**config.mk**
```make
export PLATFORM = sky130hd
export DESIGN_NAME = port_six_gpio
export DESIGN_NICKNAME = d
export VERILOG_FILES = /design/src/hdl/port_six_pkg.sv /design/src/hdl/pin_sample_if.sv /design/src/hdl/pin_sampler.sv /design/src/hdl/port_six_gpio.sv
export SDC_FILE = /design/constraint.sdc
export NUM_CORES = 1
export LEC_CHECK = 0
export BUFFER_PORTS_ARGS = -buffer_cell sky130_fd_sc_hd__buf_4
export CORE_UTILIZATION = 40
export DETAILED_ROUTE_END_ITERATION = 7
export GPL_TIMING_DRIVEN = 0
export PLACE_DENSITY = 0.73
export SYNTH_ARGS = -nofsm -noshare
export SYNTH_HDL_FRONTEND = slang
export SYNTH_SLANG_ARGS = --single-unit
```
**constraint.sdc**
```tcl
create_clock -name clk -period 1.2 [get_ports clk]
set_input_delay 0.18 -clock clk [delete_from_list [all_inputs] [get_ports clk]]
set_output_delay 0.18 -clock clk [all_outputs]
set_load 0.05 [all_outputs]
```
**src/hdl/port_six_pkg.sv**
```systemverilog
// Constants for the six-bit bidirectional port with shared analog pins.
// Assumes one 200 MHz clock and a byte-wide register port of four words.
package port_six_pkg;

    ////////////////////////////////////////////////////////////////////////////
    // Widths
    localparam int unsigned DATA_W = 8;
    localparam int unsigned PIN_W = 6;
    localparam int unsigned ADDR_W = 4;
    localparam int unsigned CHAN_W = 5;
    localparam int unsigned FIELD_W = 4;

    ////////////////////////////////////////////////////////////////////////////
    // Register indices on the register port
    localparam logic [ADDR_W-1:0] PIN_LEVEL_DATA_OFS = 4'h0;
    localparam logic [ADDR_W-1:0] OUTPUT_LATCH_OFS = 4'h1;
    localparam logic [ADDR_W-1:0] PIN_DIRECTION_OFS = 4'h2;
    localparam logic [ADDR_W-1:0] CONVERTER_PIN_CONFIG_OFS = 4'h3;

    ////////////////////////////////////////////////////////////////////////////
    // Field positions in the converter pin configuration register
    localparam int unsigned ANALOG_SELECT_LSB = 0;
    localparam int unsigned POS_REFERENCE_SELECT_BIT = 4;
    localparam int unsigned NEG_REFERENCE_SELECT_BIT = 5;
    localparam logic [DATA_W-1:0] CONFIG_WRITE_MASK = 8'h3F;

    // Pin positions with a special role
    localparam int unsigned TIMER_PIN_BIT = 4;
    localparam int unsigned CMP_REF_PIN_BIT = 2;
    localparam int unsigned NEG_REF_PIN_BIT = 2;
    localparam int unsigned POS_REF_PIN_BIT = 3;

    ////////////////////////////////////////////////////////////////////////////
    // Reset values
    localparam logic [PIN_W-1:0] OUTPUT_LATCH_RST = 6'h00;
    localparam logic [PIN_W-1:0] PIN_DIRECTION_RST = 6'h3F;
    localparam logic [DATA_W-1:0] CONVERTER_PIN_CONFIG_RST = 8'h00;

    ////////////////////////////////////////////////////////////////////////////
    // Analog select field: codes up to ALL_ANALOG_MAX enable all five
    // channels, each code above drops the highest channel left.
    localparam logic [FIELD_W-1:0] ALL_ANALOG_MAX = 4'hA;
    localparam logic [FIELD_W-1:0] ALL_DIGITAL = 4'hF;

    // Converter channel k sits on this pin; pin 4 has no channel
    localparam int unsigned CHAN_PIN [CHAN_W] = '{0, 1, 2, 3, 5};

    ////////////////////////////////////////////////////////////////////////////
    // Input filter depth: a change counts when stages two and three agree
    localparam int unsigned SYNC_STAGES = 3;

endpackage : port_six_pkg

```
**src/hdl/pin_sample_if.sv**
```systemverilog
// Carries raw pin levels into the sampler and filtered levels back out.
// Assumes both ends run on the block clock.
`timescale 1ns/1ps
interface pin_sample_if;
    logic [port_six_pkg::PIN_W-1:0] raw;
    logic [port_six_pkg::PIN_W-1:0] level;

    modport sampler (
        input raw,
        output level
    );

    modport user (
        output raw,
        input level
    );
endinterface : pin_sample_if

```
**src/hdl/pin_sampler.sv**
```systemverilog
// Three-stage input sampler for the port pins.
// Assumes the raw levels come straight from asynchronous pads.
`timescale 1ns/1ps
module pin_sampler (
    input wire logic clk,
    input wire logic reset_n,
    pin_sample_if.sampler pins
);

    logic [port_six_pkg::PIN_W-1:0] stage1_reg;
    logic [port_six_pkg::PIN_W-1:0] stage2_reg;
    logic [port_six_pkg::PIN_W-1:0] stage3_reg;
    logic [port_six_pkg::PIN_W-1:0] level_reg;
    logic [port_six_pkg::PIN_W-1:0] level_next;
    logic [port_six_pkg::PIN_W-1:0] agree;

    // Stage one is read only by stage two, so a metastable value never fans out
    assign agree = ~(stage2_reg ^ stage3_reg);
    assign level_next = (agree & stage3_reg) | (~agree & level_reg);
    assign pins.level = level_reg;

    always_ff @(posedge clk or negedge reset_n) begin
        if (!reset_n) begin
            stage1_reg <= '0;
            stage2_reg <= '0;
            stage3_reg <= '0;
            level_reg <= '0;
        end else begin
            stage1_reg <= pins.raw;
            stage2_reg <= stage1_reg;
            stage3_reg <= stage2_reg;
            level_reg <= level_next;
        end
    end

endmodule : pin_sampler

```
**src/hdl/port_six_gpio.sv**
```systemverilog
// Six-bit bidirectional port with converter-shared pins and a timer clock pin.
// Assumes a byte register port driven on the block clock, pads outside that
// resolve pin_out and pin_oe, and a converter that reads the channel enables.
//
// Decided for this implementation: the strobed register port and the register offsets.
`timescale 1ns/1ps
module port_six_gpio (
    input wire logic clk,
    input wire logic reset_n,
    input wire logic [3:0] reg_addr,
    input wire logic [7:0] reg_wdata,
    input wire logic reg_wr,
    input wire logic reg_rd,
    output logic [7:0] reg_rdata,
    input wire logic [5:0] pin_in,
    output logic [5:0] pin_out,
    output logic [5:0] pin_oe,
    input wire logic cmp_ref_out_en,
    input wire logic timer_clk_sel,
    output logic timer_ext_clock_in,
    output logic [4:0] converter_chan_en,
    output logic neg_reference_pin,
    output logic pos_reference_pin
);

    ////////////////////////////////////////////////////////////////////////////
    // Functions

    // Number of converter channels left analog for a select code
    function automatic logic [2:0] analog_count(
        input logic [port_six_pkg::FIELD_W-1:0] code
    );
        logic [port_six_pkg::FIELD_W-1:0] drop;
        drop = 4'h0;
        if (code <= port_six_pkg::ALL_ANALOG_MAX) begin
            analog_count = 3'h5;
        end else if (code == port_six_pkg::ALL_DIGITAL) begin
            analog_count = 3'h0;
        end else begin
            drop = code - port_six_pkg::ALL_ANALOG_MAX;
            analog_count = 3'h5 - drop[2:0];
        end
    endfunction : analog_count

    // Spreads a per-channel mask onto pin positions
    function automatic logic [port_six_pkg::PIN_W-1:0] chan_to_pins(
        input logic [port_six_pkg::CHAN_W-1:0] chan
    );
        logic [port_six_pkg::PIN_W-1:0] pins;
        pins = '0;
        for (int k = 0; k < port_six_pkg::CHAN_W; k++) begin
            pins[port_six_pkg::CHAN_PIN[k]] = chan[k];
        end
        chan_to_pins = pins;
    endfunction : chan_to_pins

    // Places a pin-wide value in the low bits of a data byte
    function automatic logic [port_six_pkg::DATA_W-1:0] widen(
        input logic [port_six_pkg::PIN_W-1:0] value
    );
        widen = {2'b00, value};
    endfunction : widen

    ////////////////////////////////////////////////////////////////////////////
    // Registers

    logic [5:0] output_latch_reg;
    logic [5:0] output_latch_next;
    logic [5:0] pin_direction_reg;
    logic [5:0] pin_direction_next;
    logic [7:0] converter_pin_config_reg;
    logic [7:0] converter_pin_config_next;
    logic [7:0] rdata_reg;
    logic [7:0] rdata_next;
    logic [5:0] pin_out_reg;
    logic [5:0] pin_oe_reg;
    logic timer_clock_reg;
    logic [4:0] chan_en_reg;
    logic neg_ref_reg;
    logic pos_ref_reg;

    ////////////////////////////////////////////////////////////////////////////
    // Address decode

    wire sel_data = (reg_addr == port_six_pkg::PIN_LEVEL_DATA_OFS);
    wire sel_latch = (reg_addr == port_six_pkg::OUTPUT_LATCH_OFS);
    wire sel_dir = (reg_addr == port_six_pkg::PIN_DIRECTION_OFS);
    wire sel_config = (reg_addr == port_six_pkg::CONVERTER_PIN_CONFIG_OFS);

    // A write to the data register and one to the latch register land in
    // the same latch, so software may use either for the same effect
    wire latch_write = reg_wr && (sel_data || sel_latch);
    wire dir_write = reg_wr && sel_dir;
    wire config_write = reg_wr && sel_config;

    ////////////////////////////////////////////////////////////////////////////
    // Pin sampling

    pin_sample_if pin_link();

    assign pin_link.raw = pin_in;

    pin_sampler u_sampler (
        .clk(clk),
        .reset_n(reset_n),
        .pins(pin_link)
    );

    wire [5:0] pin_level = pin_link.level;

    ////////////////////////////////////////////////////////////////////////////
    // Analog selection

    wire [3:0] analog_field =
        converter_pin_config_reg[port_six_pkg::ANALOG_SELECT_LSB +: port_six_pkg::FIELD_W];
    wire neg_ref_sel = converter_pin_config_reg[port_six_pkg::NEG_REFERENCE_SELECT_BIT];
    wire pos_ref_sel = converter_pin_config_reg[port_six_pkg::POS_REFERENCE_SELECT_BIT];
    wire [2:0] chan_count = analog_count(analog_field);

    logic [4:0] chan_mask;

    always_comb begin
        chan_mask = '0;
        for (int k = 0; k < port_six_pkg::CHAN_W; k++) begin
            chan_mask[k] = (3'(k) < chan_count);
        end
    end

    // A pin chosen as a reference input is analog even with its channel off
    logic [5:0] ref_pins;

    always_comb begin
        ref_pins = '0;
        ref_pins[port_six_pkg::NEG_REF_PIN_BIT] = neg_ref_sel;
        ref_pins[port_six_pkg::POS_REF_PIN_BIT] = pos_ref_sel;
    end

    // Pin 4 has no channel and so is never analog
    wire [5:0] analog_pins = chan_to_pins(chan_mask) | ref_pins;

    // Comparator reference output claims bit 2 for both directions
    logic [5:0] cmp_ref_pins;

    always_comb begin
        cmp_ref_pins = '0;
        cmp_ref_pins[port_six_pkg::CMP_REF_PIN_BIT] = cmp_ref_out_en;
    end

    ////////////////////////////////////////////////////////////////////////////
    // Digital input path

    // Analog pins read as zero so a floating analog level never toggles
    // the digital buffer into a read that software might trust
    wire [5:0] digital_in_en = ~analog_pins & ~cmp_ref_pins;
    wire [5:0] data_read = pin_level & digital_in_en;

    ////////////////////////////////////////////////////////////////////////////
    // Output drive

    // Direction decides the driver on every pin, analog or not, save bit 2 while the
    // comparator reference output is on; software must keep analog pins at one
    // or the latch fights the analog source
    wire [5:0] drive_en = ~pin_direction_reg & ~cmp_ref_pins;

    ////////////////////////////////////////////////////////////////////////////
    // Register next values

    assign output_latch_next = latch_write ? reg_wdata[5:0] : output_latch_reg;
    assign pin_direction_next = dir_write ? reg_wdata[5:0] : pin_direction_reg;
    assign converter_pin_config_next = config_write ?
        (reg_wdata & port_six_pkg::CONFIG_WRITE_MASK) : converter_pin_config_reg;

    ////////////////////////////////////////////////////////////////////////////
    // Read mux

    wire [7:0] read_data = widen(data_read);
    wire [7:0] read_latch = widen(output_latch_reg);
    wire [7:0] read_dir = widen(pin_direction_reg);
    wire [7:0] read_config = converter_pin_config_reg;

    logic [7:0] read_mux;

    always_comb begin
        if (sel_data) begin
            read_mux = read_data;
        end else if (sel_latch) begin
            read_mux = read_latch;
        end else if (sel_dir) begin
            read_mux = read_dir;
        end else if (sel_config) begin
            read_mux = read_config;
        end else begin
            read_mux = 8'h00;
        end
    end

    // Read data stand only in the cycle after the strobe, zero otherwise
    assign rdata_next = reg_rd ? read_mux : 8'h00;

    ////////////////////////////////////////////////////////////////////////////
    // Software-visible registers

    always_ff @(posedge clk or negedge reset_n) begin
        if (!reset_n) begin
            output_latch_reg <= port_six_pkg::OUTPUT_LATCH_RST;
            pin_direction_reg <= port_six_pkg::PIN_DIRECTION_RST;
            converter_pin_config_reg <= port_six_pkg::CONVERTER_PIN_CONFIG_RST;
        end else begin
            output_latch_reg <= output_latch_next;
            pin_direction_reg <= pin_direction_next;
            converter_pin_config_reg <= converter_pin_config_next;
        end
    end

    always_ff @(posedge clk or negedge reset_n) begin
        if (!reset_n) begin
            rdata_reg <= 8'h00;
        end else begin
            rdata_reg <= rdata_next;
        end
    end

    ////////////////////////////////////////////////////////////////////////////
    // Pad outputs

    // Registered so the pads see no decode glitches; costs one cycle after
    // a write before the pin moves
    always_ff @(posedge clk or negedge reset_n) begin
        if (!reset_n) begin
            pin_out_reg <= 6'h00;
            pin_oe_reg <= 6'h00;
        end else begin
            pin_out_reg <= output_latch_reg & drive_en;
            pin_oe_reg <= drive_en;
        end
    end

    ////////////////////////////////////////////////////////////////////////////
    // Timer clock and converter outputs

    // Taken from the filtered level whatever the direction bit, so a
    // driven pin clocks the timer from its own output
    wire timer_clock_next = timer_clk_sel & pin_level[port_six_pkg::TIMER_PIN_BIT];

    always_ff @(posedge clk or negedge reset_n) begin
        if (!reset_n) begin
            timer_clock_reg <= 1'b0;
            chan_en_reg <= 5'h00;
            neg_ref_reg <= 1'b0;
            pos_ref_reg <= 1'b0;
        end else begin
            timer_clock_reg <= timer_clock_next;
            chan_en_reg <= chan_mask;
            neg_ref_reg <= neg_ref_sel;
            pos_ref_reg <= pos_ref_sel;
        end
    end

    ////////////////////////////////////////////////////////////////////////////
    // Output ports

    assign reg_rdata = rdata_reg;
    assign pin_out = pin_out_reg;
    assign pin_oe = pin_oe_reg;
    assign timer_ext_clock_in = timer_clock_reg;
    assign converter_chan_en = chan_en_reg;
    assign neg_reference_pin = neg_ref_reg;
    assign pos_reference_pin = pos_ref_reg;

endmodule : port_six_gpio

```
==> impl_metrics.toml <==
[synth]
synth_area_leader_cell = "dfrtp_1"
synth_top_area_share_pct = 65.1
synth_flop_cell = "dfrtp_1"
synth.avg_cell_area_um2 = 15.2
synth_edf_count = 0
synthTopCellsByArea = "dfrtp_1 65%, mux2_2 9.5%, dfstp_2 6.6%, maj3_1 2.5%, mux2i_1 1.7%"
synth.cell_area_mm2 = 0.00238
synth-seq-cells = 68
netlist_instances = 157
ys_seq_area_share_pct = 71.7
yosys_warnings = 0
yosysUniqueCellTypes = 31
ys_async_sr_fraction_pct = 100

[cts]
clock-root-buffer = "clkbuf_8"
cts_tree = "built"
numCtsBuffers = 9
cts_buffer_depth = 2
cts_max_level = 3
clk_pin_slew_ns = 0.07
cts.sinks = 68
clk_latency_ns = 0.34

[power]
power_density_mw_per_mm2 = 1870
p_leak_uw = 0.00149
peakVddDrop_v = 0.00103
p_total_uw = 6040

[layout]
stdcell_count = 309
finish.utilization_pct = 57.6
drive_above_1_share_pct = 48.5
n_fill_cell = 466
nNetsFinal = 256
syn2layout_area_growth_pct = 35.6
diodes = 0

[worst_setup_path]
critical_path_required_ns = 1.44
worstSetupPathDepth = 3
cp_slowest_stage_delay_ns = 0.51
crit_slowest_cell = "or4b_4"
crit_chain = "o211ai_2, or4b_4, a221oi_4"
critPathKind = "flip-flop to flip-flop"
start_kind = "flip-flop"
arrival_ns = 1.65
endpoint_kind = "flip-flop"
reg2reg_depth = 3
crit_buf_inv = 0
cp_top_family = "simple AND/OR/NAND/NOR gates"
cp_max_fo = 4

[run_status]
status = "finished with violations"
violations = "setup timing"

[sta]
hold_violations = 0
tightest_slew_ns = 0.572
clock_skew_ns = 0.00941
period_share_pct = 117
maxSlewViolCount = 0
max_freq_mhz = 709
grt_setup_unrepaired = "true"
finalWorstSetupSlack_ns = -0.210
setup_viol = 3
slew_headroom_pct = 61.9
hold_ws_ns = 0.0209
fin_tns_setup_ns = -0.265
fin_crit_ns = 1.41

[detailed_routing]
viasPerCell = 4.81
drt_first_pass_iters = 4
drc = 0
ant_nets = 0
vias = 1487
wirelength_um = 4500
drt_iter0_drc = 86
wl_per_cell_um = 14.6

[global_route]
grt_use_total_pct = 15.9
grt_max_degree = 69
grt_pass1_wl_um = 7070
grt_remaining_overflow = 0
antenna_found_initial = 0
grt_pass1_vias = 1453

[die]
core_area_mm2 = 0.00561
num_rows = 27
start_util_pct = 42.5
dieArea_mm2 = 0.00627
io_pins = 52
die_x_um = 79.2
die_h_um = 79.2

[place]
post-dp-hpwl_um = 2720
gp_congestion = 0.760
port_buffers = 46
dp_cells = 276

[job]
drv_cap = 0

[hold_path]
hold_class = "input port to flip-flop"
holdPathStages = 2
[what timing repair did]
item                                    in CTS  in global routing
gates resized for setup                      5                 11
buffers inserted                             5                  5
endpoints found under the setup margin       4                 21
pin swaps                                    0                  4
hold endpoints to repair                    68                  0
hold buffers                                 7                  0
[cells by family after synthesis]
family / count (synthesis) / share of synthesized area [%]
mux: 24 / 11.1
flops: 68 / 71.7
other cells: 1 / 0.157
simple gates: 27 / 6.67
fa+ha+maj: 6 / 2.52
compound gates: 16 / 4.88
buf+inv: 15 / 2.89
[placed cells by master (no fill, tap or decap), drive strengths merged, types with 2 or more instances in the layout]
| cell type | instances |
|---|---|
| dfstp | 6 |
| mux2 | 20 |
| clkbuf | 15 |
| conb | 2 |
| nor2 | 5 |
| nor2b | 5 |
| and2 | 3 |
| a2111oi | 3 |
| o211ai | 2 |
| dfrtp | 62 |
| o21ai | 4 |
| dlygate4sd3 | 7 |
| buf | 62 |
| mux2i | 4 |
| inv | 8 |
| a21oi | 3 |
| a31oi | 2 |
| nand3 | 2 |
| maj3 | 6 |
| nand2 | 4 |
[cell type report]
cell class / count / area, um^2 / share of cell area (%)
inverter: 8 / 30.0 / 0.930
timing repair buffer: 63 / 494 / 15.3
sequential: 68 / 1710 / 53.0
multi-input combinational: 75 / 671 / 20.8
buffer: 7 / 46.3 / 1.43
tap: 72 / 90.1 / 2.79
clock buffer: 14 / 153 / 4.73
clock inverter: 2 / 35.0 / 1.08
[synth_stat cells, drive strengths merged (4+ instances only)]
cell	instances
dfrtp	62
nor2	5
nor2b	5
o21ai	4
maj3	6
inv	8
dfstp	6
mux2i	4
nand2	4
mux2	20
buf	6
[per-layer routing]
layer	up-vias	track usage, %	part of all wire (%)
met1	751	20.0	44
met2	39	23.9	49
li1	689	-	-
met3	8	4.83	5.5
met5	-	0	0
met4	0	9.82	1.4
[metrics by stage]
step                      setup slack [ns]  cell area [um^2]
final                               -0.210              3230
after global placement              -0.312              2830
after global routing                -0.249              3230
after detailed placement            -0.332              2830
after floorplan                     -0.108              2390
after CTS                           -0.193              3130
[where the power goes]
part / switching, uW / leakage [uW] / total [uW] / internal, uW
Clock: 781 / 0.0000947 / 1800 / 1020
Sequential: 201 / 0.000797 / 2860 / 2660
Combinational: 843 / 0.000594 / 1380 / 541
Total: 1820 / 0.00149 / 6040 / 4220
[path summary, 6_finish.rpt]
path                                                     to                   startpoint  slack, ns
worst min-delay path                              pin_oe[2]               cmp_ref_out_en       0.02
worst max-delay path                           reg_rdata[2]  converter_pin_config_reg[1]      -0.21
worst min register to register      u_sampler.stage2_reg[4]      u_sampler.stage1_reg[4]       0.35
min in group asynchronous              converter_chan_en[2]                      reset_n       0.40
worst max register to register                 reg_rdata[2]  converter_pin_config_reg[1]      -0.21
max in group asynchronous       converter_pin_config_reg[3]                      reset_n       0.37
No activity file was read; power rests on OpenSTA's default activity.
